--- config.mk ---
export PLATFORM = sky130hd
export DESIGN_NAME = ctf_cpu_thermal_fan_config_regs
export DESIGN_NICKNAME = d
export VERILOG_FILES = /design/src/include/ctf_pkg.sv /design/src/hdl/ctf_poll_timer.sv /design/src/hdl/ctf_duty_ramp.sv /design/src/hdl/ctf_cpu_thermal_fan_config_regs.sv
export VERILOG_INCLUDE_DIRS = /design/src /design/src/include
export SDC_FILE = /design/constraint.sdc
export NUM_CORES = 1
export LEC_CHECK = 0
export ABC_AREA = 1
export BUFFER_PORTS_ARGS = -buffer_cell sky130_fd_sc_hd__buf_4
export CELL_PAD_IN_SITES_DETAIL_PLACEMENT = 1
export CELL_PAD_IN_SITES_GLOBAL_PLACEMENT = 1
export CORE_ASPECT_RATIO = 2
export CORE_MARGIN = 3
export CORE_UTILIZATION = 25
export DETAILED_ROUTE_END_ITERATION = 8
export GPL_ROUTABILITY_DRIVEN = 0
export MAX_ROUTING_LAYER = met4
export PLACE_DENSITY = 0.6
export SYNTH_ARGS = -nofsm -noshare
export SYNTH_HDL_FRONTEND = slang
export SYNTH_HIERARCHICAL = 1
export SYNTH_SLANG_ARGS = --single-unit
export TNS_END_PERCENT = 5
--- constraint.sdc ---
create_clock -name core_clk -period 18.7 [get_ports core_clk]
set_input_delay 5.61 -clock core_clk [delete_from_list [all_inputs] [get_ports core_clk]]
set_output_delay 5.61 -clock core_clk [all_outputs]
set_load 0.03 [all_outputs]
--- src/include/ctf_cfg.svh ---
// constants for the cpu thermal fan configuration register bank
`ifndef CTF_CFG_SVH
`define CTF_CFG_SVH

// ----------------------------------------
// register offsets
// ----------------------------------------
`define CTF_ADDR_LINK_CFG 8'h37
`define CTF_ADDR_FAN1_MAX 8'h38
`define CTF_ADDR_FAN2_MAX 8'h39
`define CTF_ADDR_FAN3_MAX 8'h3A
`define CTF_ADDR_RAMP_START 8'h3B
`define CTF_ADDR_RAMP_SPAN 8'h3C

// ----------------------------------------
// reset values and write masks
// ----------------------------------------
`define CTF_RST_LINK_CFG 8'h32
`define CTF_RST_MAX_DUTY 8'hFF
`define CTF_RST_RAMP_START 8'h80
`define CTF_RST_RAMP_SPAN 8'hC0
`define CTF_WMASK_LINK_CFG 8'hB3
`define CTF_WMASK_RAMP_SPAN 8'hF0

// ----------------------------------------
// field positions
// ----------------------------------------
`define CTF_BIT_FOUND 0
`define CTF_BIT_RETRY_SUP 1
`define CTF_RATE_LO 4
`define CTF_RATE_HI 5
`define CTF_BIT_WR_PERMIT 7
`define CTF_SPAN_LO 4
`define CTF_SPAN_HI 7

// ----------------------------------------
// timing
// ----------------------------------------
`define CTF_CLK_MHZ 100
`define CTF_CYC_PER_MS (`CTF_CLK_MHZ * 1000)
`define CTF_RATE0_MS 1000
`define CTF_RATE1_MS 500
`define CTF_RATE2_MS 200
`define CTF_RATE3_MS 100

`endif

--- src/include/ctf_pkg.sv ---
// types for the cpu thermal fan configuration register bank
package ctf_pkg;

    // ----------------------------------------
    // register bank state
    // ----------------------------------------
    typedef struct packed {
        logic [7:0] link_cfg;
        logic [2:0][7:0] max_duty;
        logic [7:0] ramp_start;
        logic [7:0] ramp_span;
        logic [7:0] cpu_temp;
        logic [7:0] rdata;
        logic rvalid;
        logic poll_req;
    } ctf_top_st_t;

    // ----------------------------------------
    // poll timer state
    // ----------------------------------------
    typedef struct packed {
        logic [16:0] cyc;
        logic [9:0] ms;
        logic tick;
    } ctf_tmr_st_t;

    // ----------------------------------------
    // ramp state
    // ----------------------------------------
    typedef struct packed {
        logic [7:0] duty;
    } ctf_ramp_st_t;

endpackage

--- src/hdl/ctf_poll_timer.sv ---
// poll interval timer for the cpu thermal link
`timescale 1ns/1ns
`include "ctf_cfg.svh"
module ctf_poll_timer #(
    parameter int CYC_PER_MS = `CTF_CYC_PER_MS
) (
    input wire logic core_clk,
    input wire logic arst_n,
    input wire logic clk_en,
    input wire logic enable,
    input wire logic [1:0] rate_sel,
    output logic tick
);
    if (CYC_PER_MS < 1 || CYC_PER_MS > 131072) begin : g_chk
        $error("CYC_PER_MS out of range");
    end

    localparam logic [16:0] CYC_LAST = 17'(CYC_PER_MS - 1);

    ctf_pkg::ctf_tmr_st_t st;
    ctf_pkg::ctf_tmr_st_t next_st;
    logic [9:0] ms_last;

    // ----------------------------------------
    // interval select
    // ----------------------------------------
    always_comb begin
        case (rate_sel)
            2'h0: ms_last = 10'(`CTF_RATE0_MS - 1);
            2'h1: ms_last = 10'(`CTF_RATE1_MS - 1);
            2'h2: ms_last = 10'(`CTF_RATE2_MS - 1);
            default: ms_last = 10'(`CTF_RATE3_MS - 1);
        endcase
    end

    // ----------------------------------------
    // counters
    // ----------------------------------------
    always_comb begin
        next_st = st;
        next_st.tick = 1'b0;
        if (!enable) begin
            next_st.cyc = 17'h0;
            next_st.ms = 10'h0;
        end else if (st.cyc >= CYC_LAST) begin
            next_st.cyc = 17'h0;
            if (st.ms >= ms_last) begin
                next_st.ms = 10'h0;
                next_st.tick = 1'b1;
            end else begin
                next_st.ms = st.ms + 10'h1;
            end
        end else begin
            next_st.cyc = st.cyc + 17'h1;
        end
    end

    always_ff @(posedge core_clk or negedge arst_n) begin
        if (!arst_n) begin
            st <= '0;
        end else if (clk_en) begin
            st <= next_st;
        end
    end

    assign tick = st.tick;

    // ----------------------------------------
    // checks
    // ----------------------------------------
    property p_tick_needs_enable;
        @(posedge core_clk) disable iff (!arst_n)
        clk_en && !enable |=> !tick;
    endproperty
    a_tick_needs_enable: assert property (p_tick_needs_enable) else $error("poll tick while disabled");

    property p_tick_single;
        @(posedge core_clk) disable iff (!arst_n)
        tick && clk_en |=> !tick;
    endproperty
    a_tick_single: assert property (p_tick_single) else $error("poll tick longer than one cycle");

    property p_tick_at_wrap;
        @(posedge core_clk) disable iff (!arst_n)
        clk_en && enable && st.cyc >= CYC_LAST && st.ms >= ms_last |=> tick;
    endproperty
    a_tick_at_wrap: assert property (p_tick_at_wrap) else $error("poll tick missing at interval end");
endmodule // ctf_poll_timer

--- src/hdl/ctf_duty_ramp.sv ---
// linear duty ramp for one fan output
`timescale 1ns/1ns
module ctf_duty_ramp (
    input wire logic core_clk,
    input wire logic arst_n,
    input wire logic clk_en,
    input wire logic [7:0] temp,
    input wire logic [7:0] start_temp,
    input wire logic [3:0] ramp_span_sel,
    input wire logic [7:0] floor_duty,
    input wire logic [7:0] max_duty,
    output logic [7:0] duty
);
    ctf_pkg::ctf_ramp_st_t st;
    ctf_pkg::ctf_ramp_st_t next_st;
    logic signed [8:0] delta;
    logic [7:0] recip;
    logic [16:0] frac;
    logic [7:0] base;
    logic [7:0] rng;
    logic [15:0] prod;

    // ----------------------------------------
    // 256 / span in degrees
    // ----------------------------------------
    always_comb begin
        case (ramp_span_sel)
            4'h0: recip = 8'h80;
            4'h1: recip = 8'h66;
            4'h2: recip = 8'h4D;
            4'h3: recip = 8'h40;
            4'h4: recip = 8'h33;
            4'h5: recip = 8'h26;
            4'h6: recip = 8'h20;
            4'h7: recip = 8'h1A;
            4'h8: recip = 8'h13;
            4'h9: recip = 8'h10;
            4'hA: recip = 8'h0D;
            4'hB: recip = 8'h0A;
            4'hC: recip = 8'h08;
            4'hD: recip = 8'h06;
            4'hE: recip = 8'h05;
            default: recip = 8'h03;
        endcase
    end

    // ----------------------------------------
    // duty from temperature
    // ----------------------------------------
    always_comb begin
        next_st = st;
        delta = $signed({temp[7], temp}) - $signed({start_temp[7], start_temp});
        frac = 17'($unsigned(delta) * recip);
        base = (max_duty < floor_duty) ? max_duty : floor_duty;
        rng = max_duty - base;
        prod = rng * frac[7:0];
        if (delta <= 9'sh0) begin
            next_st.duty = 8'h00;
        end else if (frac >= 17'h100) begin
            next_st.duty = max_duty;
        end else begin
            next_st.duty = base + prod[15:8];
        end
    end

    always_ff @(posedge core_clk or negedge arst_n) begin
        if (!arst_n) begin
            st <= '0;
        end else if (clk_en) begin
            st <= next_st;
        end
    end

    assign duty = st.duty;

    // ----------------------------------------
    // checks
    // ----------------------------------------
    property p_off_below_start;
        @(posedge core_clk) disable iff (!arst_n)
        clk_en && ($signed(temp) <= $signed(start_temp)) |=> duty == 8'h00;
    endproperty
    a_off_below_start: assert property (p_off_below_start) else $error("fan on below start temperature");

    property p_floor_above_start;
        @(posedge core_clk) disable iff (!arst_n)
        clk_en && ($signed(temp) > $signed(start_temp)) && floor_duty <= max_duty
        |=> duty >= $past(floor_duty) && duty <= $past(max_duty);
    endproperty
    a_floor_above_start: assert property (p_floor_above_start) else $error("duty outside floor and cap");
endmodule // ctf_duty_ramp

--- src/hdl/ctf_cpu_thermal_fan_config_regs.sv ---
// cpu thermal link configuration and fan ramp register bank
`timescale 1ns/1ns
`include "ctf_cfg.svh"
module ctf_cpu_thermal_fan_config_regs #(
    parameter int CYC_PER_MS = `CTF_CYC_PER_MS
) (
    input wire logic core_clk,
    input wire logic arst_n,
    input wire logic clk_en,
    input wire logic [7:0] reg_addr,
    input wire logic [7:0] reg_wdata,
    input wire logic reg_wr,
    input wire logic reg_rd,
    output logic [7:0] reg_rdata,
    output logic reg_rvalid,
    input wire logic detect_done,
    input wire logic detect_found,
    input wire logic cpu_poll_enable,
    input wire logic [7:0] cpu_temp,
    input wire logic cpu_temp_valid,
    output logic poll_req,
    output logic retry_allow,
    input wire logic cpu_wr_req,
    output logic cpu_wr_grant,
    input wire logic [2:0][7:0] floor_duty,
    output logic [2:0][7:0] auto_duty
);
    ctf_pkg::ctf_top_st_t st;
    ctf_pkg::ctf_top_st_t next_st;
    logic tick;
    logic wr_link;
    logic wr_start;
    logic wr_span;
    logic [2:0] wr_max;

    // ----------------------------------------
    // write decode
    // ----------------------------------------
    assign wr_link = reg_wr && reg_addr == `CTF_ADDR_LINK_CFG;
    assign wr_start = reg_wr && reg_addr == `CTF_ADDR_RAMP_START;
    assign wr_span = reg_wr && reg_addr == `CTF_ADDR_RAMP_SPAN;
    assign wr_max[0] = reg_wr && reg_addr == `CTF_ADDR_FAN1_MAX;
    assign wr_max[1] = reg_wr && reg_addr == `CTF_ADDR_FAN2_MAX;
    assign wr_max[2] = reg_wr && reg_addr == `CTF_ADDR_FAN3_MAX;

    // ----------------------------------------
    // next state
    // ----------------------------------------
    always_comb begin
        next_st = st;
        next_st.rvalid = reg_rd;
        next_st.poll_req = tick && cpu_poll_enable;
        if (wr_link) begin
            // reserved bits keep zero
            next_st.link_cfg = reg_wdata & `CTF_WMASK_LINK_CFG;
        end
        if (detect_done) begin
            // link result wins over a software write in the same cycle
            next_st.link_cfg[`CTF_BIT_FOUND] = detect_found;
        end
        for (int i = 0; i < 3; i++) begin
            if (wr_max[i]) begin
                next_st.max_duty[i] = reg_wdata;
            end
        end
        if (wr_start) begin
            next_st.ramp_start = reg_wdata;
        end
        if (wr_span) begin
            next_st.ramp_span = reg_wdata & `CTF_WMASK_RAMP_SPAN;
        end
        if (cpu_temp_valid) begin
            next_st.cpu_temp = cpu_temp;
        end
        if (reg_rd) begin
            case (reg_addr)
                `CTF_ADDR_LINK_CFG: next_st.rdata = st.link_cfg;
                `CTF_ADDR_FAN1_MAX: next_st.rdata = st.max_duty[0];
                `CTF_ADDR_FAN2_MAX: next_st.rdata = st.max_duty[1];
                `CTF_ADDR_FAN3_MAX: next_st.rdata = st.max_duty[2];
                `CTF_ADDR_RAMP_START: next_st.rdata = st.ramp_start;
                `CTF_ADDR_RAMP_SPAN: next_st.rdata = st.ramp_span;
                default: next_st.rdata = 8'h00;
            endcase
        end
    end

    // ----------------------------------------
    // state register
    // ----------------------------------------
    always_ff @(posedge core_clk or negedge arst_n) begin
        if (!arst_n) begin
            st.link_cfg <= `CTF_RST_LINK_CFG;
            st.max_duty <= {3{`CTF_RST_MAX_DUTY}};
            st.ramp_start <= `CTF_RST_RAMP_START;
            st.ramp_span <= `CTF_RST_RAMP_SPAN;
            st.cpu_temp <= 8'h00;
            st.rdata <= 8'h00;
            st.rvalid <= 1'b0;
            st.poll_req <= 1'b0;
        end else if (clk_en) begin
            st <= next_st;
        end
    end

    // ----------------------------------------
    // link controls
    // ----------------------------------------
    assign reg_rdata = st.rdata;
    assign reg_rvalid = st.rvalid;
    assign poll_req = st.poll_req;
    assign retry_allow = !st.link_cfg[`CTF_BIT_RETRY_SUP];
    assign cpu_wr_grant = cpu_wr_req && st.link_cfg[`CTF_BIT_WR_PERMIT];

    ctf_poll_timer #(
        .CYC_PER_MS(CYC_PER_MS)
    ) u_timer (
        .core_clk(core_clk),
        .arst_n(arst_n),
        .clk_en(clk_en),
        .enable(cpu_poll_enable),
        .rate_sel(st.link_cfg[`CTF_RATE_HI:`CTF_RATE_LO]),
        .tick(tick)
    );

    // ----------------------------------------
    // fan ramps
    // ----------------------------------------
    for (genvar g = 0; g < 3; g++) begin : g_ramp
        ctf_duty_ramp u_ramp (
            .core_clk(core_clk),
            .arst_n(arst_n),
            .clk_en(clk_en),
            .temp(st.cpu_temp),
            .start_temp(st.ramp_start),
            .ramp_span_sel(st.ramp_span[`CTF_SPAN_HI:`CTF_SPAN_LO]),
            .floor_duty(floor_duty[g]),
            .max_duty(st.max_duty[g]),
            .duty(auto_duty[g])
        );
    end

    // ----------------------------------------
    // checks
    // ----------------------------------------
    property p_found_follows_link;
        @(posedge core_clk) disable iff (!arst_n)
        clk_en && detect_done |=> st.link_cfg[`CTF_BIT_FOUND] == $past(detect_found);
    endproperty
    a_found_follows_link: assert property (p_found_follows_link) else $error("found flag not from link");

    property p_retry_from_write;
        @(posedge core_clk) disable iff (!arst_n)
        clk_en && wr_link |=> retry_allow == !$past(reg_wdata[`CTF_BIT_RETRY_SUP]);
    endproperty
    a_retry_from_write: assert property (p_retry_from_write) else $error("retry control wrong");

    property p_rate_stored;
        @(posedge core_clk) disable iff (!arst_n)
        clk_en && wr_link |=> st.link_cfg[5:4] == $past(reg_wdata[5:4]);
    endproperty
    a_rate_stored: assert property (p_rate_stored) else $error("poll rate not stored");

    property p_write_gate;
        @(posedge core_clk) disable iff (!arst_n)
        cpu_wr_grant |-> cpu_wr_req && st.link_cfg[`CTF_BIT_WR_PERMIT];
    endproperty
    a_write_gate: assert property (p_write_gate) else $error("cpu write without permit");

    property p_write_off;
        @(posedge core_clk) disable iff (!arst_n)
        clk_en && wr_link && !reg_wdata[`CTF_BIT_WR_PERMIT] |=> !cpu_wr_grant;
    endproperty
    a_write_off: assert property (p_write_off) else $error("cpu write granted after permit cleared");

    property p_link_reset;
        @(posedge core_clk)
        $rose(arst_n) |-> st.link_cfg == `CTF_RST_LINK_CFG;
    endproperty
    a_link_reset: assert property (p_link_reset) else $error("link config reset value wrong");

    property p_link_reserved;
        @(posedge core_clk) disable iff (!arst_n)
        reg_rvalid && $past(reg_addr) == `CTF_ADDR_LINK_CFG |-> reg_rdata[3:2] == 2'h0;
    endproperty
    a_link_reserved: assert property (p_link_reserved) else $error("reserved link bits read nonzero");

    property p_cap_write;
        @(posedge core_clk) disable iff (!arst_n)
        clk_en && wr_max[1] ##1 clk_en && reg_rd && reg_addr == `CTF_ADDR_FAN2_MAX |=> reg_rdata == $past(reg_wdata, 2);
    endproperty
    a_cap_write: assert property (p_cap_write) else $error("fan cap readback wrong");

    property p_span_reserved;
        @(posedge core_clk) disable iff (!arst_n)
        clk_en && wr_span |=> st.ramp_span[3:0] == 4'h0 && st.ramp_span[7:4] == $past(reg_wdata[7:4]);
    endproperty
    a_span_reserved: assert property (p_span_reserved) else $error("span register write wrong");

    property p_poll_gate;
        @(posedge core_clk) disable iff (!arst_n)
        poll_req |-> $past(cpu_poll_enable);
    endproperty
    a_poll_gate: assert property (p_poll_gate) else $error("poll without enable");

    property p_start_reset;
        @(posedge core_clk)
        $rose(arst_n) |-> st.ramp_start == `CTF_RST_RAMP_START;
    endproperty
    a_start_reset: assert property (p_start_reset) else $error("ramp start reset value wrong");
endmodule // ctf_cpu_thermal_fan_config_regs

* Yosys cells after proc, flatten, opt, wreduce, memory -nomap -nowiden *
Memories as Yosys holds them, arrays and structs flattened.
Cells that the tools add are included.

word-level totals
  input port bits = 58
  RAM bits = 0
  memories = 3
  logic and storage cells = 93
  bits in registers = 111
  latch bits = 0
  memory bits (read-only) = 384

cells by class
  $add $sub $neg = 9
  mux-type cells = 19
  shifts and indexed selects = 0
  $mul = 6
  reductions and logical operators = 21
  magnitude comparators = 9
  div/mod/pow operators = 0
  bitwise gates (word level) = 0
  equal/unequal tests = 9

memories
  name             words  width  rd ports  clocked after Yosys merged registers in  wr ports  line                 source
  (no name shown)  16     8      1         0                                        0         ctf_duty_ramp.sv:27  case (ramp_span_sel)
  (no name shown)  16     8      1         0                                        0         ctf_duty_ramp.sv:27
  (no name shown)  16     8      1         0                                        0         ctf_duty_ramp.sv:27

operators with widths
  operator                                              count
  two-way mux 8 bit                                     9
  >= comparator 17 x 9 -> 1 bit, second input constant  3
  multiplier 9 x 8 -> 17 bit                            3
  equality test 8 x 6 -> 1 bit, second input constant   6
  multiplier 8 x 8 -> 16 bit                            3
  case mux 8 bit (6 select lines)                       1
  case mux 10 bit (3 select lines)                      1
  two-way mux 27 bit                                    1
  adder 8 bit                                           3
  less-than comparator 8 bit                            3
  subtractor 8 bit                                      3
  AND reduction 2 bit                                   10
  adder 17 x 1 -> 17 bit, second input constant         1
  >= comparator 17 bit, second input constant           1
  two-way mux 17 bit                                    1
  two-way mux 11 bit                                    1
  adder 10 x 1 -> 10 bit, second input constant         1
  >= comparator 10 bit                                  1
  two-way mux 10 bit                                    1
  <= comparator 9 x 1 -> 1 bit, second input constant   1
  subtractor 8 x 8 -> 9 bit                             1
  logical AND 1 bit                                     8
  two-way mux 1 bit                                     4
  equality test 2 x 1 -> 1 bit, second input constant   1
  other kinds (5)                                       5

* Logic depth before layout (Yosys ltp) *
  word-level depth = 7
  depth in mapped cells = 56

* Hierarchy *
The synthesis kept the hierarchy.

by module, submodules not included
  module                            cells an instance  sequential area each (µm²)  times used  area each (µm²)
  ctf_duty_ramp (g_ramp[1].u_ramp)  953                200.2                       1           6506.2
  ctf_duty_ramp (g_ramp[2].u_ramp)  946                200.2                       1           6347.3
  ctf_duty_ramp (g_ramp[0].u_ramp)  929                200.2                       1           6311.1
  ctf_cpu_thermal_fan_config_regs   310                1514.0                      1           2950.3
  ctf_poll_timer                    264                700.7                       1           1858.0

* Least setup slack after synthesis *
No wires, ideal clock.

  kind = input to register
  start point = in floor_duty[3] in the netlist's numbering
  end point = reg g_ramp[0].u_ramp.st (netlist bit g_ramp[0].u_ramp/duty[7])
  required time = 18.583 ns
  data arrival time = 12.572 ns
  slack = 6.012 ns
  buffers on the path = 1
  setup time = 0.117 ns
  stages = 49
  cells stage by stage = inv_1 > ha_1 > a21oi_1 > o21ai_0 > nand4_1 > nand2_1 > buf_2 > o21ai_0 > inv_1 > ha_1 > nand2_1 > o21ai_1 > a21oi_1 > o21ai_1 > nand2_1 > nand2_1 > a21oi_1 > xor2_1 > [13 not listed] > nand2_1 > nand2_1 > nand3_1 > nand2_1 > nand2_1 > nand2_1 > ha_1 > a21oi_1 > o21a_1 > nand2_1 > nand2_1 > nand2_1 > inv_1 > nand3_1 > nand3_1 > nand3_1 > nand2_1 > nand2_1

on the way
  cells in the longest elaborated chain, start to end = 7

RTL lines
  what                        line                                   source
  start: declaration          ctf_cpu_thermal_fan_config_regs.sv:25  input wire logic [2:0][7:0] floor_duty,
  less-than comparator 8 bit  ctf_duty_ramp.sv:54                    base = (max_duty < floor_duty) ? max_duty : floor_duty;
  two-way mux 8 bit (*)       ctf_duty_ramp.sv:54
  subtractor 8 bit            ctf_duty_ramp.sv:55                    rng = max_duty - base;
  multiplier 8 x 8 -> 16 bit  ctf_duty_ramp.sv:56                    prod = rng * frac[7:0];
  adder 8 bit (*)             ctf_duty_ramp.sv:62                    next_st.duty = base + prod[15:8];
  two-way mux 8 bit (*)       ctf_duty_ramp.sv:59                    end else if (frac >= 17'h100) begin
  two-way mux 8 bit (*)       ctf_duty_ramp.sv:57                    if (delta <= 9'sh0) begin
  end signal: assignment      ctf_duty_ramp.sv:70                    st <= next_st;
  end: declaration            ctf_duty_ramp.sv:14                    ctf_pkg::ctf_ramp_st_t st;

Every way passes the cells marked *; elsewhere a longest branch is shown, timed or not.
A chain may end at the register's enable or synchronous reset.

* Worst setup path after layout *
  start point = in floor_duty[23] in the netlist's numbering
  end point = reg g_ramp[2].u_ramp.st (netlist bit g_ramp[2].u_ramp/duty[5])

on the way
  cells in the longest elaborated chain, start to end = 7

RTL lines
  what                        line
  less-than comparator 8 bit  ctf_duty_ramp.sv:54
  two-way mux 8 bit (*)       ctf_duty_ramp.sv:54
  subtractor 8 bit            ctf_duty_ramp.sv:55
  multiplier 8 x 8 -> 16 bit  ctf_duty_ramp.sv:56
  adder 8 bit (*)             ctf_duty_ramp.sv:62
  two-way mux 8 bit (*)       ctf_duty_ramp.sv:59
  two-way mux 8 bit (*)       ctf_duty_ramp.sv:57
  end signal: assignment      ctf_duty_ramp.sv:70
  end: declaration            ctf_duty_ramp.sv:14

Marked as above.

==> run metrics <==
Port Buffers 93; Max-slew headroom 0.255; skew final 14.5 ps; asr flop ratio synth 1.00; initial antenna violation count 10; Hold Vio Cnt, Final 0; power per cell area 66.8 nW/um2; Worst Hold Path EP g_ramp[0].u_ramp/duty[3]$_DFFE_PN0P_; final WL 80600 um; CTS tree done; Final Cell Area ~26000 um2; vias 21.6k; Seq cells post-synth 111; Worst R2R Setup Slack 7690 ps; crit path kind in -> reg; Remaining DRCs 0; DIE AREA 99900 um2; remaining antenna violation count 0; worst slack at placement 4660 ps; fin. max-slew vios 0; Area Growth Syn to Fin 9.76%; worst flop-to-flop path endpoint g_ramp[1].u_ramp/duty[7]$_DFFE_PN0P_; sw frac 0.549; Static Leak 14.3 nW; Flop pwr share 0.154; leading area contributor after synthesis fa_1; syn avg cell area 7.05 um2; most common cell after layout, fill and taps aside nand2_1; Distinct cells, synth 54; combinational fraction of design power 0.725; DRT Pass-1 Iters 5; Overflow after GRT 0; CP Launch Type primary input; core area 95100 um2; Critical Path Most Common Cell nand2_1; chip width 225 um; hold wc startpoint g_ramp[0].u_ramp/duty[3]$_DFFE_PN0P_; P_sw around 0.00097 W; clk buf depth 2; most frequent cells in the layout nand2_1 (855), inv_1 (750), nor2_1 (357); Post-Syn Nets a little over 4k; proportion of layout cells with a drive suffix above 1 0.0870; Internal Pwr Total 0.000792 W; Hold Crit Class reg -> reg; number of global-route vias before repair between 20k and 25k; largest net degree at the start of global routing 62; # clock sinks 111; FF+latch area 2820 um2; top_reg_cell synth dfrtp_1; Final WS setup 5140 ps; Seq/Total Area, Yosys 0.117; Tcrit/Tclk final 0.725; H-tree Lvls 3; Iteration-0 DRC Markers between 600 and 700; R2R depth 44; EDFF count, synth 0; critical path required time around 19000 ps; YS warnings 6; # rows 160; postcts setup bufs 0; post-route minimum period 13560 ps; Total GRT Usage 0.168; clock transition at the registers of the reported paths 90 ps; Post-Syn Instances 3402; placed cell areas 26000 um2; Routed WL per cell 17.1 um; RSZ-0062 raised after global routing false; Root Driver clkbuf_16; Layout Nets 4103; initial core utilization 0.252; crit-path max FO 17; outcome complete, no violations; dpl hpwl between 70000 and 80000 um; top area cells in the synthesized netlist fa_1 (20%), ha_1 (17%), nand2_1 (13%); f_max 73.7 MHz; RR Startpoint st[23]$_DFFE_PN0P_; # setup viols final 0; Yosys top cell area share 0.200; Max-cap violations 0; hold path cells 2; post_cts resized 0; DIE HEIGHT 444 um; Clock Power Share 0.120; maximum vdd ir drop around 50 uV; worst skew pair latency 420 ps; WP data arrival 13880 ps; num ports 94; max incr delay on CP 580 ps; Slew @ Worst Pin 1110 ps; CP Capture Type flop; via density per instance 4.58; hold_buf cts 0; Cell Area, Synth 24000 um2; area of the multi-input gates between 15000 and 20000 um2; total CTS buffers 9; Sum Neg Setup Slack 0 ps; filler cell count 11.8k; Slowest cell on crit path o21ai_0; first-pass GRT wire length approximately 130000 um
## metrics by stage
step | hold WS (ps) | cells | power [W] | utilization
floorplan | 450 | 3402 | 0.00118 | -
global placement | 467 | 4683 | 0.00155 | 0.273
detailed placement | 470 | 4683 | 0.00157 | 0.273
CTS | 493 | 4699 | 0.00180 | 0.276
global route | 500 | 4709 | 0.00196 | 0.277
finish | 490 | 4709 | 0.00176 | 0.277
## power groups by stage
stage / registers (W) / clock network [W] / logic (W)
5_1_grt: 0.000273 / 0.000229 / 0.00146
4_1_cts: 0.000272 / 0.000223 / 0.00131
6_report: 0.000271 / 0.000212 / 0.00128
3_3_place_gp: 0.000276 / 0 / 0.00128
2_1_floorplan: 0.000274 / 0 / 0.000905
3_5_place_dp: 0.000276 / 0 / 0.00129
## kinds of logic (layout without fill, tap and decap cells)
| family | after synthesis | count (layout) | share of synthesized area |
|---|---|---|---|
| and+or+nand+nor | 1555 | 1555 | 0.278 |
| buffers and inverters | 807 | 889 | 0.132 |
| adders and majority gates | 566 | 566 | 0.371 |
| AOI/OAI and AO/OA | 267 | 267 | 0.0657 |
| DFF | 111 | 111 | 0.117 |
| xor gates and xnor gates | 87 | 87 | 0.0321 |
| muxes | 9 | 9 | 0.00418 |
| other | 0 | 10 | 0 |
## worst max-delay path: cells and delay by family
family,cells,cell delay [ps]
buffers and inverters,6,390
XOR/XNOR,3,800
adder cells (fa/ha/maj),8,3350
AO/OA/AOI/OAI,12,2550
AND/OR/NAND/NOR,12,1150
## state kept, by name, indices dropped and copies added (netlist names)
register	count
u_timer/tick	1
reg_rvalid	1
g_ramp.u_ramp/duty	24
poll_req	1
st	49
reg_rdata	8
u_timer/st	27
## cell type report
type,instances,share of cell area
multi-input cells,2484,0.684
well taps,1215,0.0578
clock buffers,10,0.00908
flip-flops and latches,111,0.107
repair buffers,100,0.0285
diodes,10,0.000951
inverters,773,0.110
clock inverters,6,0.00228
## worst max-delay path by stage
stage | from | endpoint | slack, ps | cells after the start
after detailed placement | floor_duty[11] | g_ramp[1].u_ramp/duty[7]$_DFFE_PN0P_ | 4660 | 43
after global placement | floor_duty[17] | g_ramp[2].u_ramp/duty[7]$_DFFE_PN0P_ | 4710 | 45
after CTS | floor_duty[11] | g_ramp[1].u_ramp/duty[7]$_DFFE_PN0P_ | 5090 | 43
after floorplan | floor_duty[3] | g_ramp[0].u_ramp/duty[7]$_DFFE_PN0P_ | 6010 | 49
final | floor_duty[23] | g_ramp[2].u_ramp/duty[5]$_DFFE_PN0P_ | 5140 | 41
after global routing | floor_duty[23] | g_ramp[2].u_ramp/duty[7]$_DFFE_PN0P_ | 4350 | 44
## routing by layer
layer | global-route usage | vias up | part of all wire
met1 | 0.148 | 10700 | 0.34
met3 | 0.0154 | 127 | 0.019
li1 | - | 10500 | -
met4 | 0.0633 | 0 | 0.039
met2 | 0.356 | 233 | 0.61
met5 | - | - | 0
## cells in the mapped netlist, types with 7 or more instances
library cell	count
xor2_1	56
nand2_2	31
nand2_1	855
nor2_1	357
or2_2	24
dfrtp_1	81
fa_1	240
nor2_2	11
dfstp_2	30
o21ai_0	61
nand3_1	171
nand2_4	7
inv_1	750
o211ai_1	7
o21a_1	18
buf_4	14
nand3_2	18
inv_2	20
buf_6	7
xnor2_1	30
mux2_2	8
a21oi_1	126
ha_1	326
nand4_1	41
nor3_1	15
o21ai_1	14
o21ai_2	14
clkbuf_1	7
No activity file was read; power rests on OpenSTA's default activity.
